$ cat config.mk
export PLATFORM = sky130hd
export DESIGN_NAME = two_stage_watchdog_timer
export DESIGN_NICKNAME = d
export VERILOG_FILES = /design/src/hw/watchdog_pkg.sv /design/src/hw/two_stage_watchdog_timer.sv
export VERILOG_INCLUDE_DIRS = /design/src /design/src/hw
export SDC_FILE = /design/constraint.sdc
export NUM_CORES = 1
export LEC_CHECK = 0
export BUFFER_PORTS_ARGS = -buffer_cell sky130_fd_sc_hd__clkbuf_2
export CAP_MARGIN = 20
export CORE_ASPECT_RATIO = 0.8
export CORE_MARGIN = 1.5
export CORE_UTILIZATION = 40
export CTS_CLUSTER_DIAMETER = 60
export DETAILED_ROUTE_END_ITERATION = 10
export PLACE_DENSITY = 0.6
export SYNTH_ARGS = -nofsm -noshare
export SYNTH_HDL_FRONTEND = slang
export SYNTH_SLANG_ARGS = --single-unit
$ cat constraint.sdc
create_clock -name clk -period 3 [get_ports clk]
set_clock_uncertainty 0.2 [all_clocks]
set_input_delay 0.45 -clock clk [delete_from_list [all_inputs] [get_ports clk]]
set_output_delay 0.45 -clock clk [all_outputs]
set_load 0.02 [all_outputs]
$ cat src/hw/watchdog_map.svh
`ifndef WATCHDOG_MAP_SVH
`define WATCHDOG_MAP_SVH

// ****************************************
// Register offsets (byte addresses)
// ****************************************
`define WD_ADDR_W        12
`define WD_OFS_RELOAD    12'h000
`define WD_OFS_VALUE     12'h004
`define WD_OFS_CTRL      12'h008
`define WD_OFS_INTCLR    12'h00c
`define WD_OFS_RAWSTAT   12'h010
`define WD_OFS_MASKSTAT  12'h014
`define WD_OFS_STALLCFG  12'h418
`define WD_OFS_LOCK      12'hc00
`define WD_UNLOCK_KEY    32'h1acce551

// ****************************************
// Field positions and reset values
// ****************************************
`define WD_CTRL_INTERRUPT_AND_COUNT_ENABLE_BIT  0
`define WD_CTRL_RESET_OUTPUT_ENABLE_BIT  1
`define WD_STALL_BIT       8
`define WD_RELOAD_RESET    32'hffffffff
`define WD_COUNT_ONE       32'h00000001
`define WD_ZERO32          32'h00000000

`endif

$ cat src/hw/watchdog_pkg.sv
package watchdog_pkg;

  // Two-stage timeout progress, Gray coded along the usual path
  typedef enum logic [1:0] {
    ST_IDLE    = 2'b00,
    ST_ARMED   = 2'b01,
    ST_PENDING = 2'b11,
    ST_FIRED   = 2'b10
  } wd_state_type;

  typedef struct packed {
    logic        wrEn;
    logic        rdEn;
    logic [11:0] addr;
    logic [31:0] wdata;
  } bus_req_type;

  typedef struct packed {
    logic interrupt_and_count_enable;
    logic reset_output_enable;
    logic stallEn;
    logic locked;
  } cfg_type;

endpackage : watchdog_pkg

$ cat src/hw/two_stage_watchdog_timer.sv
// The register addresses and the plain strobed port were decided locally.
`timescale 1ns/1ps
`include "watchdog_map.svh"

module two_stage_watchdog_timer (
  input  wire logic        clk,
  input  wire logic        srst,
  input  wire logic [11:0] addr,
  input  wire logic [31:0] wrData,
  input  wire logic        wrStrobe,
  input  wire logic        rdStrobe,
  input  wire logic        cpuHalted,
  output logic      [31:0] rdData,
  output logic             nmiOut,
  output logic             sysResetOut
);

  // ****************************************
  // State
  // ****************************************
  watchdog_pkg::bus_req_type  req;
  watchdog_pkg::cfg_type      cfg_ff;
  watchdog_pkg::cfg_type      nxt_cfg;
  watchdog_pkg::wd_state_type state_ff;
  watchdog_pkg::wd_state_type nxt_state;
  logic [31:0] reload_ff;
  logic [31:0] nxt_reload;
  logic [31:0] count_ff;
  logic [31:0] nxt_count;
  logic        intPend_ff;
  logic        nxt_intPend;
  logic        reset_ff;
  logic        nxt_reset;
  logic [31:0] rdData_ff;
  logic [31:0] nxt_rdData;
  logic        halted_s1_ff;
  logic        halted_s2_ff;

  logic wrReload;
  logic wrCtrl;
  logic wrClear;
  logic wrLock;
  logic wrStall;
  logic zeroHit;
  logic stalled;
  logic enableRise;

  assign req.wrEn  = wrStrobe;
  assign req.rdEn  = rdStrobe;
  assign req.addr  = addr;
  assign req.wdata = wrData;

  // ****************************************
  // Write decode
  // ****************************************
  // locked refuses config
  assign wrReload = req.wrEn && !cfg_ff.locked && (req.addr == `WD_OFS_RELOAD);
  assign wrCtrl   = req.wrEn && !cfg_ff.locked && !cfg_ff.interrupt_and_count_enable && (req.addr == `WD_OFS_CTRL);
  assign wrClear  = req.wrEn && !cfg_ff.locked && (req.addr == `WD_OFS_INTCLR);
  assign wrStall  = req.wrEn && !cfg_ff.locked && (req.addr == `WD_OFS_STALLCFG);
  assign wrLock   = req.wrEn && (req.addr == `WD_OFS_LOCK);

  // Halt comes from the core's debug logic, treated as foreign
  always_ff @(posedge clk) begin
    if (srst) begin
      halted_s1_ff <= 1'b0;
      halted_s2_ff <= 1'b0;
    end else begin
      halted_s1_ff <= cpuHalted;
      halted_s2_ff <= halted_s1_ff;
    end
  end

  assign stalled    = cfg_ff.stallEn && halted_s2_ff;
  assign enableRise = wrCtrl && wrData[`WD_CTRL_INTERRUPT_AND_COUNT_ENABLE_BIT] && !cfg_ff.interrupt_and_count_enable;
  assign zeroHit    = cfg_ff.interrupt_and_count_enable && !stalled && (count_ff == `WD_ZERO32);

  // ****************************************
  // Configuration
  // ****************************************
  always_comb begin
    nxt_cfg    = cfg_ff;
    nxt_reload = reload_ff;
    if (wrCtrl) begin
      nxt_cfg.interrupt_and_count_enable = wrData[`WD_CTRL_INTERRUPT_AND_COUNT_ENABLE_BIT];
      nxt_cfg.reset_output_enable = wrData[`WD_CTRL_RESET_OUTPUT_ENABLE_BIT];
    end
    if (wrStall) begin
      nxt_cfg.stallEn = wrData[`WD_STALL_BIT];
    end
    if (wrReload) begin
      nxt_reload = wrData;
    end
    if (wrLock) begin
      nxt_cfg.locked = (wrData != `WD_UNLOCK_KEY);
    end
  end

  always_ff @(posedge clk) begin
    if (srst) begin
      cfg_ff    <= '0;
      reload_ff <= `WD_RELOAD_RESET;
    end else begin
      cfg_ff    <= nxt_cfg;
      reload_ff <= nxt_reload;
    end
  end

  // ****************************************
  // Counter and timeout sequence
  // ****************************************
  always_comb begin
    nxt_count   = count_ff;
    nxt_intPend = intPend_ff;
    nxt_reset   = reset_ff;
    nxt_state   = state_ff;
    case (state_ff)
      watchdog_pkg::ST_IDLE: begin
        // load copies into idle counter too
        if (wrReload) begin
          nxt_count = wrData;
        end
        if (enableRise) begin
          nxt_count = reload_ff;
          nxt_state = watchdog_pkg::ST_ARMED;
        end
      end
      watchdog_pkg::ST_ARMED, watchdog_pkg::ST_PENDING: begin
        if (zeroHit) begin
          if (intPend_ff && cfg_ff.reset_output_enable) begin
            nxt_reset = 1'b1;
            nxt_state = watchdog_pkg::ST_FIRED;
          end else begin
            nxt_state = watchdog_pkg::ST_PENDING;
          end
          nxt_count   = reload_ff;
          nxt_intPend = 1'b1;
        end else if (!stalled) begin
          nxt_count = count_ff - `WD_COUNT_ONE;
        end
        if (wrClear) begin
          nxt_count   = reload_ff;
          nxt_state   = watchdog_pkg::ST_ARMED;
          // Timeout in the clear cycle wins over the clear
          nxt_intPend = zeroHit;
        end
        if (wrReload) begin
          nxt_count = wrData;
        end
      end
      // Reset stays asserted until the system resets the block
      watchdog_pkg::ST_FIRED: begin
        nxt_reset = 1'b1;
      end
      default: begin
        nxt_state = watchdog_pkg::ST_IDLE;
      end
    endcase
    if (cfg_ff.interrupt_and_count_enable && wrReload && (wrData == `WD_ZERO32)) begin
      nxt_intPend = 1'b1;
    end
  end

  always_ff @(posedge clk) begin
    if (srst) begin
      count_ff   <= `WD_RELOAD_RESET;
      intPend_ff <= 1'b0;
      reset_ff   <= 1'b0;
      state_ff   <= watchdog_pkg::ST_IDLE;
    end else begin
      count_ff   <= nxt_count;
      intPend_ff <= nxt_intPend;
      reset_ff   <= nxt_reset;
      state_ff   <= nxt_state;
    end
  end

  // ****************************************
  // Read port
  // ****************************************
  always_comb begin
    nxt_rdData = `WD_ZERO32;
    if (req.rdEn) begin
      case (req.addr)
        `WD_OFS_RELOAD:   nxt_rdData = reload_ff;
        `WD_OFS_VALUE:    nxt_rdData = count_ff;
        `WD_OFS_CTRL: begin
          nxt_rdData[`WD_CTRL_INTERRUPT_AND_COUNT_ENABLE_BIT] = cfg_ff.interrupt_and_count_enable;
          nxt_rdData[`WD_CTRL_RESET_OUTPUT_ENABLE_BIT] = cfg_ff.reset_output_enable;
        end
        `WD_OFS_RAWSTAT:  nxt_rdData[0] = intPend_ff;
        `WD_OFS_MASKSTAT: nxt_rdData[0] = intPend_ff && cfg_ff.interrupt_and_count_enable;
        `WD_OFS_STALLCFG: nxt_rdData[`WD_STALL_BIT] = cfg_ff.stallEn;
        `WD_OFS_LOCK:     nxt_rdData[0] = cfg_ff.locked;
        default:          nxt_rdData = `WD_ZERO32;
      endcase
    end
  end

  always_ff @(posedge clk) begin
    if (srst) begin
      rdData_ff <= '0;
    end else begin
      rdData_ff <= nxt_rdData;
    end
  end

  assign rdData = rdData_ff;
  assign nmiOut      = intPend_ff;
  assign sysResetOut = reset_ff;

endmodule : two_stage_watchdog_timer

==> results of run 1 <==
## layout by cell type, fill, tap and decap left out, drive strengths merged, types with 11 or more instances in the layout
cell type	Yosys	final
mux2	14	14
nand2	86	86
o21ai	50	50
a22oi	30	30
a32oi	11	11
xor2	13	13
nor4	25	25
clkbuf	40	95
a21oi	56	56
inv	13	14
buf	10	60
nand3	22	22
dfxtp	106	106
nor2	72	72
mux2i	11	11
nor3	19	19
## per-layer routing
layer,vias to the layer above,wire (um),share of wire [%],GRT usage (%)
met5,-,0,0,0
met4,0,571,2.5,11.25
met3,39,1568,7.0,5.763
met2,294,10130,45,48.71
met1,3042,10140,45,41.06
li1,2892,-,-,-
## final cells by class
class	instances	area share, %
multi-input combinational	547	48.45
sequential	106	30.66
timing repair buffer	142	12.80
clock buffer	13	3.761
tap	180	3.254
inverter	14	0.7594
clock inverter	3	0.3074
## cells by family (layout without fill, tap and decap cells)
kind of cell	count (synthesis)	in the layout	share of synthesized area, %
AO/OA/AOI/OAI	221	221	25.80
XOR/XNOR	19	19	2.915
adder cells (fa/ha/maj)	1	1	0.2192
buffers and inverters	64	172	4.450
flip-flops	106	106	37.18
multiplexers	25	25	4.691
AND/OR/NAND/NOR	281	281	24.75
## power groups by stage
| stage | sequential (mW) | clock, mW | combinational (mW) |
|---|---|---|---|
| final | 1.41 | 1.17 | 0.153 |
| after global routing | 1.41 | 1.24 | 0.162 |
| after CTS | 1.41 | 1.19 | 0.150 |
| after detailed placement | 1.44 | 0 | 0.149 |
| after global placement | 1.44 | 0 | 0.149 |
| after floorplan | 1.44 | 0 | 0.0576 |
## critical path, stage by stage (launching register included)
cell      delay (ns)
dfxtp_1         0.37
or4_4           0.60
nand4b_4        0.24
or4_4           0.62
a311oi_1        0.31
o31ai_1         0.11
a21boi_1        0.15
## per-stage QoR
| step | worst slack [ns] | instances | total power [mW] |
|---|---|---|---|
| 5_1_grt | 0.1262 | 1005 | 2.809 |
| 4_1_cts | 0.08909 | 1005 | 2.745 |
| 3_5_place_dp | 0.08616 | 989 | 1.590 |
| 2_1_floorplan | 0.3151 | 717 | 1.498 |
| 6_report | 0.2847 | 1005 | 2.733 |
| 3_3_place_gp | 0.1300 | 989 | 1.589 |
## final timing paths
path | startpoint | slack (ns) | to
worst max register to register | count_ff[24] | 0.28 | count_ff[31]
worst max-delay path | count_ff[24] | 0.28 | count_ff[31]
worst min register to register | halted_s1_ff | 0.24 | halted_s2_ff
worst min-delay path | cpuHalted | 0.10 | halted_s1_ff
## registers in the layout, indices dropped and copies added, names as in the netlist
register,cells
state_ff,2
sysResetOut,1
count_ff,32
cfg_ff,4
nmiOut,1
rdData,32
halted_s1_ff,1
halted_s2_ff,1
reload_ff,32
==> results.cfg, run 1 <==
[detailed_routing]
totalWireLength_um = 22420
dr.first_iter.drc_count = 704
detail-route-antenna-nets = 0
dr.pass1.iters = 5
wl_per_cell_um = 22.31
vias = 6267
routed_via_density = 6.236
drc_errors = 0

[worst_setup_path]
required_ns = 3.06
cp_max_fo = 8
path_class = reg2reg
startpoint_type = flip-flop
reg2reg_depth = 6
worstSetupEndpointType = flip-flop
worstPathArrival_ns = 2.77

[synthesis]
syn-num-nets = 767
synth_ff_type = dfxtp_1
synth_area_per_cell_um2 = 7.961
synth_edf_count = 0
synth_top_cells_by_area = dfxtp_1 37%, nand2_1 5.6%, a21oi_1 4.9%
yosysMostFrequentCell = dfxtp_1
synthTopCellsByCount = 106 x dfxtp_1, 85 x nand2_1, 72 x nor2_1
syn_inst = 717
yosys.area.top_type = dfxtp_1
synth_cell_types = 66
async_flop_share_pct = 0
synth.top_cell.area_share_pct = 37.18
ys_ff_latch = 106
synthesis.area_um2 = 5708
ys_warn_count = 0
seq_area_frac_synth_pct = 37.18

[cells_and_area]
final_nets = 870
regArea_um2 = 2122
syn_to_final_growth_pct = 21.24
fillers = 1389
multi_input_area_um2 = 3353
fin_util_pct = 50.36
diodes = 0
drive_gt1_share_pct = 22.67
design_area_um2 = 6920

[power_and_ir_drop]
worst_ir_drop_vdd_mv = 0.2837
seqPwrFrac_pct = 51.5
p_sw_uw = 660.1
p_int_mw = 2.073
pwr-share-comb_pct = 5.6
clkPwrFrac_pct = 42.9
static-leakage-power_nw = 2.583
power.density_nw_per_um2 = 394.9
switching_share_pct = 24.16

[floorplan]
die_h_um = 109.8
rows = 38
die-area_um2 = 15000
core_um2 = 13740
start_util_pct = 41.54
die_w_um = 136.6
io-pin-count = 83

[clocking]
path_clk_slew_ns = 0.08
ctsHoldBuffers = 0
post_cts_buffers = 0
cts_root_buf = clkbuf_16
clock_latency_ns = 0.36
cts.sink_count = 106
post_cts_resized = 0
cts_tree = built
cts_max_path_buffers = 2
htreeDepth = 3
numCtsBuffers = 9

[placed_design]
dpl_cell_area_um2 = 6625
gp_congestion = 0.9403
dp_hpwl_um = 16010
io_buffers = 82

[global_routing]
grt_pass1_wl_um = 34290
antenna_found_initial = 0
grt_use_total_pct = 30.55
grt_overflow = 0
grt_pass1_vias = 5950
grt_max_degree = 33

[worst_hold_path]
hold_depth = 2
hp-class = in2reg

[timing]
slew-limit-headroom_pct = 51.13
rsz0062_at_grt = false
final_max_slew_viol_count = 0
setup_tns_ns = 0
fmax_ghz = 0.3683
hold_ws_ns = 0.1002
hold_viol = 0
timing.final.crit_period_ns = 2.715
setup_viol = 0
finalCritPeriodShare_pct = 90.51
tightest_slew_ns = 0.7330

[run_status]
status = completed

[job]
drv_cap = 0
No activity file was read; power rests on OpenSTA's default activity.
==> inputs of run 2 (changes only) <==
==> constraint.sdc (replaced) <==
create_clock -name clk -period 3.16 [get_ports clk]
set_clock_uncertainty 0.2 [all_clocks]
set_input_delay 0.474 -clock clk [delete_from_list [all_inputs] [get_ports clk]]
set_output_delay 0.474 -clock clk [all_outputs]
set_load 0.02 [all_outputs]
==> results.cfg, run 2 (synthesized netlist as in run 1, its figures left out) <==
[cells_and_area]
syn_to_final_growth_pct = 19.88
mostFrequentLayoutCells = 106 x dfxtp_1, 85 x nand2_1, 82 x clkbuf_2, 71 x nor2_1, 56 x a21oi_1
final_nets = 860
drive_gt1_share_pct = 21.60
layout_commonest_cell = dfxtp_1
layout.cells.non_filler = 995
fin_util_pct = 49.80
diodes = 0

[power_and_ir_drop]
worst_ir_drop_vdd_mv = 0.2514
static-leakage-power_nw = 2.533
power.total_mw = 2.650
power.density_nw_per_um2 = 387.3

[timing]
timing.final.crit_period_ns = 2.933
finalCritPeriodShare_pct = 92.82
rsz0062_at_grt = false
slew-limit-headroom_pct = 56.15
final_max_slew_viol_count = 0
hold_ws_ns = 0.1490
hold_viol = 0
tightest_slew_ns = 0.6538
setup_viol = 0
setup_tns_ns = 0
fmax_ghz = 0.3409

[job]
drv_cap = 0

[global_routing]
grt_pass1_vias = 5983
grt_max_degree = 49
grt_pass1_wl_um = 34270
antenna_found_initial = 0
grt_use_total_pct = 30.32
grt_overflow = 0

[detailed_routing]
routed_via_density = 6.315
detail-route-antenna-nets = 0
dr.first_iter.drc_count = 878
dr.pass1.iters = 5
wl_per_cell_um = 22.04
drc_errors = 0
vias = 6283
totalWireLength_um = 21930

[clocking]
post_cts_buffers = 0
ctsHoldBuffers = 0
clock_latency_ns = 0.36
path_clk_slew_ns = 0.07
cts_max_path_buffers = 2
cts.sink_count = 106
cts_root_buf = clkbuf_16
post_cts_resized = 0
cts_tree = built
htreeDepth = 3
numCtsBuffers = 9

[worst_setup_path]
required_ns = 3.24
path_class = reg2reg
cp_max_fo = 13
worstPathArrival_ns = 3.01
startpoint_type = flip-flop
worstSetupEndpointType = flip-flop

[floorplan]
rows = 38
die-area_um2 = 15000
start_util_pct = 41.54
core_um2 = 13740
io-pin-count = 83
die_h_um = 109.8
die_w_um = 136.6

[run_status]
status = completed

[worst_hold_path]
hp-class = in2reg

[placed_design]
post-place-cells = 979
io_buffers = 82
gp_congestion = 1.015
dp_hpwl_um = 15490
==> run 2: cell type report <==
| type | instances | area (um^2) |
|---|---|---|
| Clock buffer | 11 | 242.7 |
| Clock inverter | 5 | 62.56 |
| Fill cell | 1388 | 6898 |
| Inverter | 14 | 52.55 |
| Multi-Input combinational cell | 547 | 3339 |
| Sequential cell | 106 | 2122 |
| Tap cell | 180 | 225.2 |
| Timing Repair Buffer | 132 | 798.3 |
==> run 2: worst paths after layout <==
path	from	slack, ns	cells after the start	end
worst min register to register	halted_s1_ff	0.26	1	halted_s2_ff
worst min-delay path	cpuHalted	0.15	2	halted_s1_ff
worst max-delay path	count_ff[24]	0.23	6	count_ff[19]
worst max register to register	count_ff[24]	0.23	6	count_ff[19]
==> run 2: routing by layer <==
| layer | share of wire (%) | global-route usage, % | up-vias |
|---|---|---|---|
| met2 | 45 | 47.16 | 325 |
| li1 | - | - | 2874 |
| met3 | 9.1 | 6.408 | 33 |
| met1 | 44 | 41.50 | 3051 |
| met5 | 0 | 0 | - |
| met4 | 1.9 | 10.49 | 0 |
==> run 2: per-stage QoR <==
stage | setup slack, ns | cell area [um^2]
final | 0.2268 | 6843
after global routing | 0.06808 | 6843
after CTS | 0.2549 | 6843
after detailed placement | 0.2030 | 6538
after global placement | 0.3212 | 6538
after floorplan | 0.4751 | 5708
==> run 2: power breakdown <==
group | internal, mW | switching [mW] | total, mW
Clock | 0.641 | 0.530 | 1.17
Sequential | 1.34 | 0.000715 | 1.34
Combinational | 0.0495 | 0.0932 | 0.143
Total | 2.03 | 0.624 | 2.65
==> run 2: worst max-delay path, cell delays in order, from the launching register on <==
cell and delay, ns:
dfxtp_1 0.38, or4_4 0.60, nand4b_4 0.25, or4_1 0.70, nand2_2 0.36, a221oi_1 0.17, o221ai_1 0.18
